### config.mk
export PLATFORM = sky130hd
export DESIGN_NAME = afe_control_regs
export DESIGN_NICKNAME = d
export VERILOG_FILES = /design/src/afe_regs_pkg.sv /design/src/afe_control_regs.sv /design/src/scan_timer.sv
export SDC_FILE = /design/constraint.sdc
export NUM_CORES = 1
export LEC_CHECK = 0
export ABC_AREA = 1
export BUFFER_PORTS_ARGS = -buffer_cell sky130_fd_sc_hd__buf_2
export CORE_MARGIN = 1.5
export CORE_UTILIZATION = 52
export DETAILED_ROUTE_END_ITERATION = 8
export PLACE_DENSITY = 0.76
export SKIP_CTS_REPAIR_TIMING = 1
export SLEW_MARGIN = 20
export SYNTH_ARGS = -nofsm -noshare
export SYNTH_HDL_FRONTEND = slang
export SYNTH_SLANG_ARGS = --single-unit
### constraint.sdc
create_clock -name clk_sys -period 1.7 [get_ports clk_sys]
set_clock_uncertainty 0.05 [all_clocks]
set_input_delay 0.34 -clock clk_sys [delete_from_list [all_inputs] [get_ports clk_sys]]
set_output_delay 0.34 -clock clk_sys [all_outputs]
set_load 0.02 [all_outputs]
### src/afe_regs_pkg.sv
// Package: register map, field positions and timing for the front-end bank.
// Assumes a 125 MHz system clock.
`default_nettype none
package afe_regs_pkg;

    localparam logic [7:0] ADDR_IDENT    = 8'h00;
    localparam logic [7:0] ADDR_OTSTAT   = 8'h01;
    localparam logic [7:0] ADDR_ANALOG   = 8'h03;
    localparam logic [7:0] ADDR_SLEEP    = 8'h04;
    localparam logic [7:0] ADDR_FEATURE  = 8'h07;
    localparam logic [7:0] ADDR_WREN     = 8'h08;

    localparam int BIT_XOT       = 5;
    localparam int BIT_IOT       = 4;
    localparam int BIT_UFLAG1    = 7;
    localparam int BIT_UFLAG0    = 6;
    localparam int BIT_SLEEP     = 7;
    localparam int BIT_SCANOFF   = 7;
    localparam int BIT_REGDIS    = 6;
    localparam int BIT_SUPON     = 5;
    localparam int BIT_FPOR      = 2;
    localparam int BIT_WAKEDIS   = 1;
    localparam int BIT_WAKEPOL   = 0;
    localparam int BIT_FWREN     = 7;
    localparam int BIT_ID_SINGLE = 5;
    localparam int BIT_ID_WAKE   = 4;

    localparam logic [3:0] SEL_NONE     = 4'h0;
    localparam logic [3:0] SEL_EXT_TEMP = 4'h8;
    localparam logic [3:0] SEL_INT_TEMP = 4'h9;

    localparam logic [7:0] RESET_BYTE = 8'h00;

    localparam int CLK_HZ        = 125_000_000;
    localparam int SCAN_ON_MS    = 5;
    localparam int SCAN_PERIOD_MS = 640;
    localparam int SCAN_ON_CYC   = CLK_HZ / 1000 * SCAN_ON_MS;
    localparam int SCAN_PER_CYC  = CLK_HZ / 1000 * SCAN_PERIOD_MS;

    typedef struct packed {
        logic       wr;
        logic       rd;
        logic [7:0] addr;
        logic [7:0] wdata;
    } host_req_t;

endpackage
`default_nettype wire

### src/afe_control_regs.sv
// Register bank of the battery front end: status, analog select, sleep and
// feature configuration. Host accesses arrive already decoded from the link.
//
// What this block does
// External over-temperature sets status bit 5.
// Internal over-temperature sets status bit 4.
// Flags latch; read clears only if condition gone.
// User flags are plain retained storage.
// Four-bit select routes cells and temperatures.
// Writing sleep bit sleeps, regulator off.
// Sleep bit clears itself on wake.
// Sleep leaves analog select unchanged.
// Auto scan: supply on 5ms per 640ms.
// Feature bit 6 disables regulator.
// Feature bit 5 holds sensor supply on.
// Feature bit 2 clears all registers.
// Feature bit 1 blocks wake pin.
// Feature bit 0 picks wake edge.
// Feature writes need write-enable bit set.
// Sleep cleared by host zero or wake edge.
// Host writes reserved bits as zero.
// Reserved select codes route nothing.
`timescale 1ns/1ps
`default_nettype none
module afe_control_regs #(
    parameter int SCAN_PERIOD = afe_regs_pkg::SCAN_PER_CYC,
    parameter int SCAN_ON     = afe_regs_pkg::SCAN_ON_CYC
) (
    input  wire logic                    clk_sys,
    input  wire logic                    srst,
    input  wire afe_regs_pkg::host_req_t host_req,
    input  wire logic                    ext_overtemp,
    input  wire logic                    int_overtemp,
    input  wire logic                    wake_pin,
    output var  logic [7:0]              rdata,
    output var  logic                    rvalid,
    output var  logic [3:0]              analog_select_field,
    output var  logic                    analog_route_en,
    output var  logic                    sleep_active,
    output var  logic                    regulator_output_en,
    output var  logic                    regulator_disable,
    output var  logic                    sensor_supply_output
);
    typedef struct packed {
        logic       external_overtemp_flag;
        logic       internal_overtemp_flag;
        logic       uflag1;
        logic       uflag0;
        logic [3:0] sel;
        logic       sleep;
        logic       scan_off;
        logic       reg_dis;
        logic       sup_on;
        logic       wake_dis;
        logic       wake_pol;
        logic       fwren;
        logic       wake_prev;
        logic [7:0] rdata;
        logic       rvalid;
        logic       route_en;
        logic       sup_out;
        logic       reg_on;
    } regs_st_t;

    regs_st_t st_r;
    regs_st_t st_nxt;
    logic     scan_win;
    logic     wake_edge;
    logic     sel_ok;
    logic     force_por;
    logic [7:0] rd_mux;

    scan_timer #(
        .PERIOD (SCAN_PERIOD),
        .ON_CYC (SCAN_ON)
    ) u_scan (
        .clk_sys (clk_sys),
        .srst    (srst),
        .run     (!st_r.scan_off && !force_por),
        .window  (scan_win)
    );

    always_comb begin
        rd_mux = afe_regs_pkg::RESET_BYTE;
        unique case (host_req.addr)
            afe_regs_pkg::ADDR_IDENT: begin
                rd_mux[afe_regs_pkg::BIT_ID_SINGLE] = 1'b1;
                rd_mux[afe_regs_pkg::BIT_ID_WAKE] =
                    wake_pin ~^ st_r.wake_pol;
            end
            afe_regs_pkg::ADDR_OTSTAT: begin
                rd_mux[afe_regs_pkg::BIT_XOT] = st_r.external_overtemp_flag;
                rd_mux[afe_regs_pkg::BIT_IOT] = st_r.internal_overtemp_flag;
            end
            afe_regs_pkg::ADDR_ANALOG: begin
                rd_mux[afe_regs_pkg::BIT_UFLAG1] = st_r.uflag1;
                rd_mux[afe_regs_pkg::BIT_UFLAG0] = st_r.uflag0;
                rd_mux[3:0] = st_r.sel;
            end
            afe_regs_pkg::ADDR_SLEEP: begin
                rd_mux[afe_regs_pkg::BIT_SLEEP] = st_r.sleep;
            end
            afe_regs_pkg::ADDR_FEATURE: begin
                rd_mux[afe_regs_pkg::BIT_SCANOFF] = st_r.scan_off;
                rd_mux[afe_regs_pkg::BIT_REGDIS] = st_r.reg_dis;
                rd_mux[afe_regs_pkg::BIT_SUPON] = st_r.sup_on;
                rd_mux[afe_regs_pkg::BIT_WAKEDIS] = st_r.wake_dis;
                rd_mux[afe_regs_pkg::BIT_WAKEPOL] = st_r.wake_pol;
            end
            afe_regs_pkg::ADDR_WREN: begin
                rd_mux[afe_regs_pkg::BIT_FWREN] = st_r.fwren;
            end
            default: begin
                rd_mux = afe_regs_pkg::RESET_BYTE;
            end
        endcase
    end

    always_comb begin
        st_nxt = st_r;
        wake_edge = (st_r.wake_pol ? (wake_pin && !st_r.wake_prev)
                                   : (!wake_pin && st_r.wake_prev))
                    && !st_r.wake_dis;
        force_por = host_req.wr
            && host_req.addr == afe_regs_pkg::ADDR_FEATURE
            && st_r.fwren
            && host_req.wdata[afe_regs_pkg::BIT_FPOR];
        st_nxt.wake_prev = wake_pin;
        st_nxt.rvalid = host_req.rd;
        st_nxt.rdata = host_req.rd ? rd_mux : st_r.rdata;
        // Read clears a flag only if its condition is gone; set wins.
        if (host_req.rd && host_req.addr == afe_regs_pkg::ADDR_OTSTAT) begin
            st_nxt.external_overtemp_flag = 1'b0;
            st_nxt.internal_overtemp_flag = 1'b0;
        end
        if (ext_overtemp) begin
            st_nxt.external_overtemp_flag = 1'b1;
        end
        if (int_overtemp) begin
            st_nxt.internal_overtemp_flag = 1'b1;
        end
        if (host_req.wr) begin
            unique case (host_req.addr)
                afe_regs_pkg::ADDR_ANALOG: begin
                    st_nxt.uflag1 =
                        host_req.wdata[afe_regs_pkg::BIT_UFLAG1];
                    st_nxt.uflag0 =
                        host_req.wdata[afe_regs_pkg::BIT_UFLAG0];
                    st_nxt.sel = host_req.wdata[3:0];
                end
                afe_regs_pkg::ADDR_SLEEP: begin
                    st_nxt.sleep =
                        host_req.wdata[afe_regs_pkg::BIT_SLEEP];
                end
                afe_regs_pkg::ADDR_FEATURE: begin
                    if (st_r.fwren) begin
                        st_nxt.scan_off =
                            host_req.wdata[afe_regs_pkg::BIT_SCANOFF];
                        st_nxt.reg_dis =
                            host_req.wdata[afe_regs_pkg::BIT_REGDIS];
                        st_nxt.sup_on =
                            host_req.wdata[afe_regs_pkg::BIT_SUPON];
                        st_nxt.wake_dis =
                            host_req.wdata[afe_regs_pkg::BIT_WAKEDIS];
                        st_nxt.wake_pol =
                            host_req.wdata[afe_regs_pkg::BIT_WAKEPOL];
                    end
                end
                afe_regs_pkg::ADDR_WREN: begin
                    st_nxt.fwren = host_req.wdata[afe_regs_pkg::BIT_FWREN];
                end
                default: begin
                    st_nxt.fwren = st_r.fwren;
                end
            endcase
        end
        if (st_r.sleep && wake_edge) begin
            st_nxt.sleep = 1'b0;
        end
        // Analog select is untouched by sleep entry.                  R8
        sel_ok = (st_nxt.sel <= afe_regs_pkg::SEL_INT_TEMP);
        st_nxt.route_en = sel_ok
            && st_nxt.sel != afe_regs_pkg::SEL_NONE;
        st_nxt.sup_out = st_nxt.sup_on
            || (scan_win && !st_nxt.scan_off)
            || st_nxt.sel == afe_regs_pkg::SEL_EXT_TEMP;
        if (force_por) begin
            st_nxt = '0;
            st_nxt.wake_prev = wake_pin;
        end
        st_nxt.reg_on = !st_nxt.sleep && !st_nxt.reg_dis;
    end

    always_ff @(posedge clk_sys) begin
        if (srst) begin
            st_r <= '0;
        end else begin
            st_r <= st_nxt;
        end
    end

    assign rdata                = st_r.rdata;
    assign rvalid               = st_r.rvalid;
    assign analog_select_field  = st_r.sel;
    assign analog_route_en      = st_r.route_en;
    assign sleep_active         = st_r.sleep;
    assign regulator_output_en  = st_r.reg_on;
    assign regulator_disable    = st_r.reg_dis;
    assign sensor_supply_output = st_r.sup_out;
endmodule // afe_control_regs
`default_nettype wire

### src/scan_timer.sv
// Periodic temperature-scan timer: on for a window at the start of each
// period. Assumes synchronous active-high reset.
`timescale 1ns/1ps
`default_nettype none
module scan_timer #(
    parameter int PERIOD = afe_regs_pkg::SCAN_PER_CYC,
    parameter int ON_CYC = afe_regs_pkg::SCAN_ON_CYC
) (
    input  wire logic clk_sys,
    input  wire logic srst,
    input  wire logic run,
    output var  logic window
);
    typedef struct packed {
        logic [31:0] cnt;
        logic        win;
    } tmr_st_t;

    tmr_st_t st_r;
    tmr_st_t st_nxt;

    always_comb begin
        st_nxt = st_r;
        if (!run) begin
            st_nxt.cnt = 32'h0;
            st_nxt.win = 1'b0;
        end else begin
            if (st_r.cnt >= 32'(PERIOD - 1)) begin
                st_nxt.cnt = 32'h0;
            end else begin
                st_nxt.cnt = st_r.cnt + 32'h1;
            end
            st_nxt.win = (st_nxt.cnt < 32'(ON_CYC));
        end
    end

    always_ff @(posedge clk_sys) begin
        if (srst) begin
            st_r <= '0;
        end else begin
            st_r <= st_nxt;
        end
    end

    assign window = st_r.win;
endmodule // scan_timer
`default_nettype wire

* Word level (Yosys, flattened, before mapping)
Index checks and enable logic that the tools add are counted.
** Operators by class
- Add/sub/neg operators :: 1
- Magnitude comparators :: 3
- Eq/ne operators :: 6
- Muxes and demuxes :: 21
- Bitwise logic cells :: 2
- Reduce and logical (&&, ||, !) cells :: 31
** Operators with widths (number)
- two-way mux 32 bit :: 2
- adder 32 x 1 -> 32 bit, second input constant :: 1
- >= comparator 32 x 27 -> 1 bit, second input constant :: 1
- less-than comparator 32 x 20 -> 1 bit, second input constant :: 1
- two-way mux 20 bit :: 1
- equality test 8 x 3 -> 1 bit, second input constant :: 2
- logical AND 1 bit :: 12
- two-way mux 11 bit :: 1
- two-way mux 5 bit :: 2
- equality test 8 x 1 -> 1 bit, second input constant :: 1
- equality test 8 x 2 -> 1 bit, second input constant :: 1
- equality test 8 x 4 -> 1 bit, second input constant :: 1
- zero test 1 bit :: 8
- zero test 8 bit :: 1
- two-way mux 8 bit :: 1
- two-way mux 1 bit :: 6
- equality test 4 bit, second input constant :: 1
- less-or-equal comparator 4 bit, second input constant :: 1
- two-way mux 2 bit :: 2
- two-way mux 4 bit :: 1
- case mux 1 bit (2 select lines) :: 2
- case mux 1 bit (4 select lines) :: 1
- case mux 2 bit (2 select lines) :: 1
- AND reduction 2 bit :: 2
- 8 further kinds :: 11
** Storage, ports and cells
- Register bits after elaboration :: 61
- Word-level logic and storage cells :: 84

* Longest topological paths before layout
- Depth after elaboration :: 10
- Mapped depth :: 13
- Depth with buffers taken out :: 13

* By module
Synthesis repeated with hierarchy kept, for this count alone.
** Unflattened totals
- Cells, all modules :: 541
- Area, all modules :: 3512.1 µm²
** Modules (own cells, without submodules)
- scan_timer :: times used 1, cells each 332, area each 1998.2 µm², seq. area each 660.6 µm²
- afe_control_regs :: times used 1, cells each 209, area each 1514.0 µm², seq. area each 560.5 µm²

* Worst setup path after synthesis
OpenSTA, ideal clock, no wires.
- Kind :: register to register
- Start :: register u_scan.st_r[1] (netlist bit)
- End :: register u_scan.st_r[14] (netlist bit)
- Arrival time :: 1628 ps
- Setup slack :: -104 ps
- Stages on the path, launching flop included :: 12
- Path buffers :: 1
- Period minus slack after synthesis :: 1804 ps
- Cells stage by stage :: dfxtp_1 -> ha_1 -> nand3_1 -> nor2_1 -> nand2_1 -> nand2_1 -> nand2_1 -> nand2_1 -> inv_1 -> nand2_1 -> buf_4 -> a21oi_1
** On the way
- Cells in the longest elaborated chain, start to end :: 3
- Elaborated cells between the ends (all ways) :: 4
** Ends and longest elaborated chain
- start, declared :: line scan_timer.sv:19 : tmr_st_t st_r;
- start signal, assigned :: line scan_timer.sv:41 : st_r <= st_nxt;
- adder 32 x 1 -> 32 bit / >= comparator 32 x 27 -> 1 bit (equally long branches) :: line scan_timer.sv:31, scan_timer.sv:28
- two-way mux 32 bit (*) :: line scan_timer.sv:28 : if (st_r.cnt >= 32'(PERIOD - 1)) begin
- two-way mux 32 bit (*) :: line scan_timer.sv:24 : if (!run) begin
Mark *: on every way between the ends. The rest lies on a longest branch, timed or not. The select of a mux whose other input is x is not followed.
A chain may end at the register's enable or synchronous reset.

* Final worst setup path
- Start :: register u_scan.st_r[2] (netlist bit)
- End :: register u_scan.st_r (netlist bit u_scan.window)
** On the way
- Cells in the longest elaborated chain, start to end :: 4
- Elaborated cells between the ends (all ways) :: 5
** Ends and longest elaborated chain
- adder 32 x 1 -> 32 bit / >= comparator 32 x 27 -> 1 bit (equally long branches) :: line scan_timer.sv:31, scan_timer.sv:28
- two-way mux 32 bit (*) :: line scan_timer.sv:28
- two-way mux 32 bit (*) :: line scan_timer.sv:24
- less-than comparator 32 x 20 -> 1 bit (*) :: line scan_timer.sv:33 : st_nxt.win = (st_nxt.cnt < 32'(ON_CYC));
Marks and branches as above.

==> PnR_summary.wiki <==
{| class="wikitable"
! Metric !! Value
|-
| Run status || complete, but fails checks
|-
| Failing checks || setup timing
|-
| Peak fanout along the critical path || 5
|-
| Final worst-path cycle share || 100%
|-
| Final estimated routing congestion in global placement || ~0.94
|-
| Utilization after layout || a little over two thirds
|-
| Top achievable clock speed || ~590 MHz
|-
| Number of port buffers || 39
|-
| Power density over cell area || just over 700 nW/µm²
|-
| Post-synthesis instance area || between 3000 and 4000 µm²
|-
| Clock tree root buffer cell || clkbuf_8
|-
| Launch point of the worst hold path || srst
|-
| Clock tree from TritonCTS || built
|-
| Period minus WS final || 1700 ps
|-
| Max-slew violation total from the final report || 0
|-
| FILL cells || ~500
|-
| Number of DRC markers after the initial detailed-route iteration || around 220
|-
| Cell area after layout || around 4200 µm²
|-
| CP Class || reg -> reg
|-
| Start of the worst register-to-register path || u_scan.st_r[2]
|-
| Count of final setup violators || 1
|-
| Clock sink total || about 60
|-
| Chip width || about 80 µm
|-
| Worst-case setup margin in the final layout || -4.85 ps
|-
| Number of flops mapped to enable cells by yosys || 0
|-
| Clock Tree Buf Depth || 2
|-
| N_diodes || 0
|-
| Proportion of layout cells with a drive suffix above 1 || between 20% and 30%
|-
| Pleak || approximately 1.9 nW
|-
| Category of the worst setup path capture point || flip-flop
|-
| Total power draw || 0.00303 W
|-
| Startpoint Class || flip-flop
|-
| Unique cell type count in the Yosys netlist || 36
|-
| Per-cell via count in the routed design || roughly 5
|-
| Peak supply drop || ~0.5 mV
|-
| Final routed DRC violation total || 0
|-
| Number of warnings printed during yosys synthesis || 0
|-
| Area of the core || approximately 5900 µm²
|-
| Synthesized area divided by synthesized cell count || 6.43 µm²
|-
| Number of detailed-route iterations in the first pass || 5
|-
| Remaining global-route overflow || 0
|-
| Clock latency at the later pin of the worst-skew pair || between 300 and 400 ps
|-
| Final Hold Violating Endpoints || 0
|-
| Number of instances in the synthesized netlist || between 400 and 500
|-
| FF+latch count, synth || 61
|-
| RSZ-0062 raised after global routing || yes
|-
| Post-detailed-placement cell area || about 3700 µm²
|-
| Total number of placement rows || 28
|-
| Critical path required time || 1890 ps
|-
| Gr usage total || between 20% and 30%
|-
| Count of nets left with antenna violations after detail routing || 0
|-
| Full die area || between 6000 and 7000 µm²
|-
| Syn-to-layout area delta || 31.0%
|-
| CTS H-tree depth || 3
|-
| Post-Route WL || 8260 µm
|-
| Share of synthesized flip-flops with an asynchronous set or reset || 0%
|-
| Proportion of synthesized chip area in sequential cells || between 30% and 40%
|-
| Total number of vias || approximately 3,400
|-
| Class of the tightest hold or removal check || in -> reg
|-
| Vias in the first global route || just under 3,000
|-
| Antenna violations before repair || 0
|-
| Clock-pin slew on the worst setup and hold paths || roughly 70 ps
|-
| Initial standard-cell utilization of the core || a little over half
|-
| Signal arrival time at the worst endpoint || about 1900 ps
|-
| Largest net degree at the start of global routing || 22
|-
| Top Ports || a little over 40
|-
| CP Launch Point || u_scan.st_r[2]
|-
| Global-route wire length before repair || 12,400 µm
|-
| Post-placement setup slack || -108 ps
|-
| Die H || just over 80 µm
|-
| Num CTS Buffers || 9
|-
| Number of max-capacitance violations reported || 0
|-
| Total Nets Final || approximately 610
|-
| DP HPWL || 5870 µm
|-
| Primary FF master, synth || dfxtp_1
|-
| Average detailed-routed wire length per instance || around 12 µm
|}
## per-layer routing
metal	vias to the layer above	GRT usage [%]	part of all wire (%)
met5	-	0	0
met1	1544	30.0	44
met3	18	4.04	4.8
li1	1741	-	-
met2	109	41.2	48
met4	0	14.0	2.5
## sequential cells by signal, indices dropped and copies added, names as in the netlist
name,cells
u_scan.st_r,32
st_r,10
rdata,8
analog_select_field,4
analog_route_en,1
regulator_disable,1
regulator_output_en,1
rvalid,1
sensor_supply_output,1
sleep_active,1
u_scan.window,1
## critical path, stage by stage (launching register included)
cell and delay [ps]:
dfxtp_2 350, buf_4 110, nand2_2 90, nor2_4 160, nand2_2 100, nor2_4 140
nand2_1 80, nand2_1 60, nand4_1 120, a21o_1 180, nand2_1 90, nor2_1 50
## cells in the final DEF (no fill, tap or decap), types with 2 or more instances in the layout
master	instances
nor2_4	5
inv_1	51
o21ai_2	3
nand4_1	10
bufinv_16	2
inv_2	6
nand2_1	131
dfxtp_1	46
dfxtp_2	15
inv_4	2
nor2_2	14
nand3_1	35
nand3b_1	2
conb_1	5
a31oi_1	4
clkbuf_16	2
nand2_4	3
clkinvlp_4	3
nor3_1	5
o21ai_0	10
a21oi_1	22
o21ai_1	4
nor2_1	75
o21bai_1	2
or2_2	3
buf_4	47
buf_2	39
nand2_2	12
clkbuf_8	9
o211ai_1	2
## through the flow
stage               hold slack (ps)  TNS (ps)  std cells
floorplan                       362         0        500
global placement                394     -1230        640
detailed placement              402     -2240        640
CTS                             142     -2150        656
global route                    153      -322        663
finish                          150     -4.85        663
## logic make-up (layout without fill, tap and decap cells)
group	count (synthesis)	count (layout)	share of synthesized area, %
buf+inv	77	165	10.9
flops	61	61	38.3
compound gates	53	53	9.97
fa+ha+maj	1	1	0.392
other cells	1	5	0.118
xor+xnor	1	1	0.275
simple gates	301	301	39.8
mux	1	1	0.314
## cell usage after synthesis (3+ instances only)
library cell / instances / area [µm²]
a21oi_1: 22 / 110
a31oi_1: 4 / 25.0
buf_4: 15 / 113
dfxtp_1: 61 / 1220
inv_1: 57 / 214
nand2_1: 145 / 544
nand3_1: 36 / 180
nand4_1: 10 / 62.6
nor2_1: 88 / 330
nor2_2: 6 / 37.5
nor3_1: 6 / 30.0
o21ai_0: 13 / 65.1
or2_2: 3 / 18.8
## report_power, final
group | internal [W] | switching (W) | total (W)
registers | 0.00145 | 0.00000888 | 0.00146
clock network | 0.000822 | 0.000598 | 0.00142
logic | 0.0000573 | 0.0000874 | 0.000145
total | 0.00233 | 0.000695 | 0.00303
## final timing paths
check | end | slack [ps] | cells after the start
worst max-delay path | u_scan.window | -5 | 11
worst min-delay path | st_r[12] | 150 | 2
worst max register to register | u_scan.window | -5 | 11
worst min register to register | rdata[2] | 410 | 2
## final cells by class
type	count	area [µm²]	area share (%)
repair buffers	90	629	15.1
flip-flops and latches	61	1240	29.7
well taps	75	93.8	2.25
clock buffers	10	128	3.06
inverters	59	226	5.42
multi-input cells	362	1770	42.4
clock inverters	6	87.6	2.10
Power figures use the tool's default switching activity.
